`src/sddc_defs.vh`:
```
/*
 * Constants for the sigma-delta clock select and decimation block:
 * register byte offsets, field positions, reset values, clock source
 * codes and decimation counts.
 * Assumes a 32-bit classic Wishbone slave with byte addressing.
 */
// Contract
// - Master clock nominally 16 MHz; rates reference it
// - Slower master clock scales all rates down
// - Mode bits 3:2 select master clock source
// - Reset selects the internal oscillator
// - Internal oscillator may drive the clock pin
// - External source taken from clock pin
// - Offer sinc5+sinc1, sinc3 and enhanced rejection; only sinc5+sinc1 and sinc3 are built
// - Filter and rate come from channel setup
// - Sinc5 fixed 250 kSPS; sinc1 averages further
// - Sinc5+sinc1 settles in one cycle at <=10k
// - Sinc3 settles after three output periods
// - Direct-map bit: bits 14:0 set sinc3 decimation
// - Direct rate is modulator rate over 32*value
`ifndef SDDC_DEFS_VH
`define SDDC_DEFS_VH

`define SDDC_ADR_MODE      8'h00
`define SDDC_ADR_CHMAP     8'h04
`define SDDC_ADR_STATUS    8'h08
`define SDDC_ADR_RES_LO    8'h0c
`define SDDC_ADR_RES_HI    8'h10
`define SDDC_ADR_FCFG_BASE 8'h20
`define SDDC_ADR_FCFG_LAST 8'h2c

`define SDDC_MODE_RST      16'h0000
`define SDDC_CHMAP_RST     8'he4
`define SDDC_FCFG_RST      16'h0019

`define SDDC_CSEL_MSB      3
`define SDDC_CSEL_LSB      2
`define SDDC_CSEL_INT      2'h0
`define SDDC_CSEL_INT_OUT  2'h1
`define SDDC_CSEL_EXT      2'h2
`define SDDC_CSEL_XTAL     2'h3

`define SDDC_FC_MAP_BIT    15
`define SDDC_FC_TYPE_MSB   14
`define SDDC_FC_TYPE_LSB   13
`define SDDC_FC_TYPE_SINC3 2'h3
`define SDDC_FC_AVG_MSB    12

`define SDDC_MCLK_NOM_KHZ  16000
`define SDDC_MOD_DIV       2
`define SDDC_SINC5_DEC     20'h00020
`define SDDC_SINC5_KSPS    250
`define SDDC_SETTLE1_KSPS  10
`define SDDC_SETTLE1_AVG   (`SDDC_SINC5_KSPS / `SDDC_SETTLE1_KSPS)
`define SDDC_SINC3_SETTLE  2'h3

`endif

```
`src/sddc_top.v`:
```
/*
 * Master clock source selection and decimation filter for a multiplexed
 * sigma-delta converter, with a classic Wishbone register slave.
 * Assumes clock pins and the modulator bit are synchronous to clk_i,
 * and that the channel sequencer presents the channel being converted.
 */
// The register offsets and the Wishbone slave port were left to the implementer.
`timescale 1ns/100ps
`include "sddc_defs.vh"

module sddc_top (
    input  wire        clk_i,             // System clock, 20 MHz
    input  wire        rst_i,             // Synchronous reset, high
    input  wire        cyc_i,             // Wishbone cycle
    input  wire        stb_i,             // Wishbone strobe
    input  wire        we_i,              // Wishbone write enable
    input  wire [7:0]  adr_i,             // Wishbone byte address
    input  wire [3:0]  sel_i,             // Wishbone byte selects
    input  wire [31:0] dat_i,             // Wishbone write data
    output reg  [31:0] dat_o,             // Wishbone read data
    output reg         ack_o,             // Wishbone acknowledge
    input  wire        int_osc_i,         // Internal oscillator level
    input  wire        crystal_input_pin_i, // Crystal oscillator level
    input  wire        clock_io_pin_i,    // Clock pin input level
    output reg         clock_io_pin_o,    // Clock pin output level
    output reg         clock_io_pin_oe_o, // Clock pin output enable
    input  wire        mod_bit_i,         // Modulator output bit
    input  wire [1:0]  channel_i,         // Channel being converted
    output reg         data_valid_o,      // Conversion done pulse
    output reg         settled_o          // Last result fully settled
);

    // ========================================================
    // Helpers
    // ========================================================
    function [15:0] merge16;
        input [15:0] old;
        input [31:0] dat;
        input [3:0]  sel;
        begin
            merge16 = {sel[1] ? dat[15:8] : old[15:8],
                       sel[0] ? dat[7:0]  : old[7:0]};
        end
    endfunction

    // Full byte address match for one register
    function is_at;
        input [7:0] adr;
        input [7:0] off;
        begin
            is_at = (adr == off);
        end
    endfunction

    // Filter words sit on four aligned offsets
    function fc_at;
        input [7:0] adr;
        begin
            fc_at = (adr >= `SDDC_ADR_FCFG_BASE) &&
                    (adr <= `SDDC_ADR_FCFG_LAST) &&
                    (adr[1:0] == 2'h0);
        end
    endfunction

    // ========================================================
    // Registers
    // ========================================================
    reg  [15:0] mode;
    reg  [7:0]  chmap;
    reg  [15:0] fcfg [0:3];
    reg  [63:0] result;
    reg  [1:0]  result_chan;
    reg         ready;
    reg  [31:0] next_dat;
    integer     i;

    wire        req     = cyc_i & stb_i & ~ack_o;
    wire        wr      = req & we_i;
    wire        fc_hit  = fc_at(adr_i);
    wire [1:0]  fc_idx  = adr_i[3:2];
    wire        at_mode = is_at(adr_i, `SDDC_ADR_MODE);
    wire        at_map  = is_at(adr_i, `SDDC_ADR_CHMAP);
    wire        at_lo   = is_at(adr_i, `SDDC_ADR_RES_LO);
    wire        cfg_wr  = wr && (fc_hit || at_mode || at_map);
    wire        lo_read = req & ~we_i & at_lo;
    wire [1:0]  csel    = mode[`SDDC_CSEL_MSB:`SDDC_CSEL_LSB];
    wire        emit;

    // ========================================================
    // Read data selection
    // ========================================================
    always @* begin
        case (adr_i)
            `SDDC_ADR_MODE:   next_dat = {16'h0000, mode};
            `SDDC_ADR_CHMAP:  next_dat = {24'h000000, chmap};
            `SDDC_ADR_STATUS: next_dat = {26'h0000000, result_chan,
                                          csel, settled_o, ready};
            `SDDC_ADR_RES_LO: next_dat = result[31:0];
            `SDDC_ADR_RES_HI: next_dat = result[63:32];
            default: begin
                next_dat = fc_hit ? {16'h0000, fcfg[fc_idx]} : 32'h0;
            end
        endcase
    end

    // ========================================================
    // Bus answer
    // ========================================================
    always @(posedge clk_i) begin
        if (rst_i) begin
            ack_o <= 1'b0;
            dat_o <= 32'h0;
        end else begin
            ack_o <= req;
            if (req) begin
                dat_o <= we_i ? 32'h0 : next_dat;
            end
        end
    end

    // ========================================================
    // Configuration registers
    // ========================================================
    always @(posedge clk_i) begin
        if (rst_i) begin
            mode  <= `SDDC_MODE_RST;
            chmap <= `SDDC_CHMAP_RST;
        end else begin
            if (wr && at_mode) begin
                mode <= merge16(mode, dat_i, sel_i);
            end
            if (wr && at_map && sel_i[0]) begin
                chmap <= dat_i[7:0];
            end
        end
    end

    // Only the two low byte lanes reach the 16-bit filter words
    always @(posedge clk_i) begin
        if (rst_i) begin
            for (i = 0; i < 4; i = i + 1) begin
                fcfg[i] <= `SDDC_FCFG_RST;
            end
        end else if (wr && fc_hit) begin
            fcfg[fc_idx] <= merge16(fcfg[fc_idx], dat_i, sel_i);
        end
    end

    // Result ready: a new result wins over a read of the low word
    always @(posedge clk_i) begin
        if (rst_i) begin
            ready <= 1'b0;
        end else if (emit) begin
            ready <= 1'b1;
        end else if (lo_read) begin
            ready <= 1'b0;
        end
    end

    // ========================================================
    // Master clock source and modulator rate
    // ========================================================
    reg         src_now;
    reg         src_q;
    reg         half;
    wire        mclk_rise = src_now & ~src_q;
    wire        mod_tick  = mclk_rise & half;

    always @* begin
        case (csel)
            `SDDC_CSEL_INT:     src_now = int_osc_i;
            `SDDC_CSEL_INT_OUT: src_now = int_osc_i;
            `SDDC_CSEL_EXT:     src_now = clock_io_pin_i;
            default:            src_now = crystal_input_pin_i;
        endcase
    end

    always @(posedge clk_i) begin
        if (rst_i) begin
            src_q             <= 1'b0;
            half              <= 1'b0;
            clock_io_pin_o    <= 1'b0;
            clock_io_pin_oe_o <= 1'b0;
        end else begin
            src_q             <= src_now;
            // Every rate counts master clock edges, so it follows it
            if (mclk_rise) begin
                half <= ~half;
            end
            clock_io_pin_o    <= int_osc_i;
            clock_io_pin_oe_o <= (csel == `SDDC_CSEL_INT_OUT);
        end
    end

    // ========================================================
    // Setup selection for the active channel
    // ========================================================
    reg  [1:0]  chan_q;
    wire [7:0]  map_sh  = chmap >> {channel_i, 1'b0};
    wire [15:0] cfg     = fcfg[map_sh[1:0]];
    wire        direct  = cfg[`SDDC_FC_MAP_BIT];
    wire        sinc3   = direct |
        (cfg[`SDDC_FC_TYPE_MSB:`SDDC_FC_TYPE_LSB] == `SDDC_FC_TYPE_SINC3);
    wire [14:0] n_raw   = direct ? cfg[14:0] :
                          {2'h0, cfg[`SDDC_FC_AVG_MSB:0]};
    wire [14:0] n       = (n_raw == 15'h0) ? 15'h1 : n_raw;
    wire [19:0] decim   = sinc3 ? {n, 5'h00} : `SDDC_SINC5_DEC;
    wire        restart = cfg_wr | (channel_i != chan_q);

    // ========================================================
    // CIC decimator, order five or three
    // ========================================================
    reg  [63:0] integ [0:4];
    reg  [63:0] dly   [0:4];
    reg  [63:0] cin   [0:4];
    reg  [63:0] cv;
    reg  [19:0] dcnt;
    reg  [63:0] acc;
    reg  [14:0] acnt;
    reg  [1:0]  ocnt;
    integer     k;
    integer     j;

    wire        dec_hit = mod_tick && (dcnt == decim - 20'h1);
    wire        avg_end = (acnt == n - 15'h1);
    assign      emit    = dec_hit & (sinc3 | avg_end);

    // ========================================================
    // Comb stages, three of the five used for sinc3
    // ========================================================
    always @* begin
        cv = sinc3 ? integ[2] : integ[4];
        for (j = 0; j < 5; j = j + 1) begin
            cin[j] = cv;
            if (j < 3 || !sinc3) begin
                cv = cv - dly[j];
            end
        end
    end

    // ========================================================
    // Integrators, decimation and sinc1 average
    // ========================================================
    always @(posedge clk_i) begin
        if (rst_i || restart) begin
            chan_q <= channel_i;
            dcnt   <= 20'h0;
            acc    <= 64'h0;
            acnt   <= 15'h0;
            for (k = 0; k < 5; k = k + 1) begin
                integ[k] <= 64'h0;
                dly[k]   <= 64'h0;
            end
        end else begin
            if (mod_tick) begin
                integ[0] <= integ[0] + {63'h0, mod_bit_i};
                for (k = 1; k < 5; k = k + 1) begin
                    integ[k] <= integ[k] + integ[k-1];
                end
                dcnt <= dec_hit ? 20'h0 : dcnt + 20'h1;
            end
            if (dec_hit) begin
                for (k = 0; k < 5; k = k + 1) begin
                    dly[k] <= cin[k];
                end
                if (!sinc3) begin
                    // Sinc1 stage averages sinc5 samples
                    acc  <= avg_end ? 64'h0 : acc + cv;
                    acnt <= avg_end ? 15'h0 : acnt + 15'h1;
                end
            end
        end
    end

    // ========================================================
    // Result, pulse and settle count
    // ========================================================
    // Results survive a restart; the settle count and the filter state start over
    always @(posedge clk_i) begin
        if (rst_i) begin
            result      <= 64'h0;
            result_chan <= 2'h0;
            settled_o   <= 1'b0;
        end else if (!restart && emit) begin
            result      <= sinc3 ? cv : acc + cv;
            result_chan <= chan_q;
            if (sinc3) begin
                settled_o <= (ocnt >= `SDDC_SINC3_SETTLE - 2'h1);
            end else begin
                settled_o <= (n >= `SDDC_SETTLE1_AVG) ||
                             (ocnt != 2'h0);
            end
        end
    end

    always @(posedge clk_i) begin
        if (rst_i || restart) begin
            ocnt         <= 2'h0;
            data_valid_o <= 1'b0;
        end else begin
            data_valid_o <= emit;
            if (emit && ocnt != `SDDC_SINC3_SETTLE) begin
                ocnt <= ocnt + 2'h1;
            end
        end
    end

endmodule

```
`config.mk`:
```
export PLATFORM = sky130hd
export DESIGN_NAME = sddc_top
export DESIGN_NICKNAME = d
export VERILOG_FILES = /design/src/sddc_top.v
export VERILOG_INCLUDE_DIRS = /design/src
export SDC_FILE = /design/constraint.sdc
export NUM_CORES = 2
export LEC_CHECK = 0
export BUFFER_PORTS_ARGS = -buffer_cell sky130_fd_sc_hd__buf_2
export CAP_MARGIN = 40
export CORE_ASPECT_RATIO = 1.25
export CORE_MARGIN = 8
export CORE_UTILIZATION = 32
export DETAILED_ROUTE_END_ITERATION = 7
export PLACE_DENSITY = 0.44
export SLEW_MARGIN = 10
export SYNTH_ARGS = -nofsm -noshare
export SYNTH_HDL_FRONTEND = slang
export SYNTH_SLANG_ARGS = --single-unit
export TNS_END_PERCENT = 10
```
`constraint.sdc`:
```
create_clock -name clk_i -period 22.2 [get_ports clk_i]
set_input_delay 1.11 -clock clk_i [delete_from_list [all_inputs] [get_ports clk_i]]
set_output_delay 1.11 -clock clk_i [all_outputs]
set_load 0.01 [all_outputs]
```
==> flow_metrics.env <==
export IMPL_remaining_drc_errors=0
export IMPL_first_pass_iters=5
export IMPL_final_max_slew_viol_count=0
export IMPL_finalWorstSetupSlack_ps=4020
export IMPL_rsz0062_at_grt="no"
export IMPL_cts_resized=0
export IMPL_cts_buffer_depth=3
export IMPL_dr_first_iter_drc_count=2870
export IMPL_core_um2=226000
export IMPL_ys_flop_type="edfxtp_1"
export IMPL_synthAdderAreaFrac_pct=11.3
export IMPL_io_pins=92
export IMPL_clock_skew_ps=31.5
export IMPL_synth_compound_area_share_pct=20.7
export IMPL_die_area_um2=243000
export IMPL_critPathRequiredTime_ps=22870
export IMPL_grt_first_pass_wirelength_mm=315
export IMPL_root_buffer="clkbuf_16"
export IMPL_slew_headroom_pct=36.8
export IMPL_clk_latency_ps=770
export IMPL_synth_top_cells_by_count="866 x a21oi_1, 855 x nand2_1, 817 x nor2_1"
export IMPL_postCtsHoldBufs=0
export IMPL_synth_xor_area_share_pct=8.46
export IMPL_initial_core_util_pct=32.2
export IMPL_final_nets=9014
export IMPL_fin_crit_sh_pct=81.9
export IMPL_worstMarginPinSlew_ps=935
export IMPL_grt_overflow=0
export IMPL_r2r_slack_ps=4190
export IMPL_syn_area_per_cell_um2=8.70
export IMPL_hold_viol=0
export IMPL_grt_antenna_before_repair=3
export IMPL_pre_cts_ws_ps=3100
export IMPL_routed_wl_mm=198
export IMPL_path_class="in2reg"
export IMPL_post_cts_buffers=0
export IMPL_die_x_um=442
export IMPL_start_kind="primary input"
export IMPL_cts_sinks=937
export IMPL_fin_setup_tns_ps=0
export IMPL_port_buffers=73
export IMPL_hpwl_mm=154
export IMPL_cts_max_level=3
export IMPL_hold_class="reg2reg"
export IMPL_clk_pin_slew_worst_paths_ps=60
export IMPL_yosysSeqAreaShare_pct=35.5
export IMPL_critical_path_most_common_cell="a21oi_1"
export IMPL_synthTopCellsByArea="edfxtp_1 29%, ha_1 11%, dfxtp_1 6.4%"
export IMPL_synthMuxAreaShare_pct=1.98
export IMPL_grt_pass1_vias=58900
export IMPL_fmaxAchievable_mhz=55.0
export IMPL_grt_max_degree=132
export IMPL_synth_warnings=0
export IMPL_ys_ff_latch=937
export IMPL_yosysMostFrequentCell="a21oi_1"
export IMPL_drtAntennaViolNets=0
export IMPL_fill_cells=23200
export IMPL_place_area_um2=76200
export IMPL_syn_inst=8361
export IMPL_routedWlPerCell_um=17.5
export IMPL_die_h_um=549
export IMPL_yosysUniqueCellTypes=88
export IMPL_crit_path_top_delay_cell="mux4_2"
export IMPL_row_count=195
export IMPL_endpoint_kind="register"
export IMPL_vias=57500
export IMPL_synthSimpleGateAreaFrac_pct=17.6
export IMPL_synth_top_family_by_area="compound AO/OA/AOI/OAI gates"
export IMPL_status="complete, no violations"
export IMPL_cts_tree="yes"
export IMPL_path_max_fanout=16
export IMPL_grt_usage_pct=15.8
export IMPL_vias_per_cell=5.06
export IMPL_synth_top_area_cell="edfxtp_1"
export IMPL_cpPeakStageDelay_ps=820
export IMPL_drive_gt1_share_pct=5.39
export IMPL_area_growth_pct=9.97
export IMPL_gp_congestion=0.899
export IMPL_min_period_ps=18180
export IMPL_whs_ps=455
export IMPL_ys_async_sr_fraction_pct=0
export IMPL_netlist_area_um2=72700
export IMPL_synth_nets=9068
export IMPL_stdcell_area_um2=80000
export IMPL_finalSetupViolCount=0
export IMPL_numCtsBuffers=114
export IMPL_maxCapViolCount=0
export IMPL_synth_edf_count=706
export IMPL_synth_top_cell_area_share_pct=29.2
export IMPL_worst_ep_arrival_time_ps=18840
[cell usage in the layout (no fill, tap or decap), drive strengths merged, types with 135 or more instances in the layout]
master,n
a21oi,867
nand2,855
nor2,820
edfxtp,706
ha,642
inv,540
a21o,456
o21ai,415
xnor2,386
xor2,316
and2,239
dfxtp,231
clkbuf,153
buf,149
nor3,138
nand3,135
[registers in the layout, summed over array words and instances (netlist names), 2 cells and up]
register / count
dly: 320
integ: 320
acc: 64
fcfg: 64
result: 64
dat_o: 32
dcnt: 20
mode: 16
acnt: 15
chmap: 8
chan_q: 2
ocnt: 2
result_chan: 2
[per-layer routing]
| metal | global-route usage [%] | vias up | part of all wire (%) |
|---|---|---|---|
| met5 | 0 | - | 0 |
| met4 | 7.94 | 0 | 5.3 |
| met3 | 1.68 | 415 | 2.9 |
| met2 | 29.7 | 880 | 50 |
| met1 | 17.6 | 26300 | 42 |
| li1 | - | 29900 | - |
[cell type report]
cell class / count / area, um2 / share of cell area [%]
Inverter: 530 / 1990 / 2.49
Clock inverter: 61 / 422 / 0.527
Tap cell: 2955 / 3700 / 4.62
Sequential cell: 937 / 25800 / 32.3
Multi-Input combinational cell: 6574 / 43700 / 54.7
Antenna cell: 3 / 7.51 / 0.00939
Timing Repair Buffer: 150 / 1060 / 1.33
Clock buffer: 153 / 3220 / 4.02
[kinds of logic (layout without fill, tap and decap cells)]
kind of cell / after synthesis / in the layout
AO/OA/AOI/OAI: 2391 / 2391
AND/OR/NAND/NOR: 2732 / 2732
other: 0 / 3
adder cells (fa/ha/maj): 652 / 652
multiplexers: 97 / 97
XOR/XNOR: 702 / 702
flip-flops: 937 / 937
buffers and inverters: 850 / 894
[per-stage QoR]
step / util, % / instances
after floorplan: - / 8361
after detailed placement: 33.7 / 11100
after global placement: 33.7 / 11100
after global routing: 35.4 / 11400
after CTS: 35.4 / 11400
final: 35.4 / 11400
[path summary, 6_finish.rpt]
kind                     start  depth (start not counted)         end
setup reg to reg      chmap[6]                         74  result[63]
hold / removal         acc[56]                          2     acc[56]
hold reg to reg        acc[56]                          2     acc[56]
setup / recovery  channel_i[0]                         75  result[63]
[worst max-delay path, delay by kind of cell]
family,cells,cell delay (ps)
compound gates,39,8690
buf+inv,3,520
simple gates,15,2580
mux,3,1870
xor+xnor,8,1520
fa+ha+maj,7,2430
Power is not shown: default switching activity piles up to over one toggle a cycle in this logic, so the estimate is an artifact.
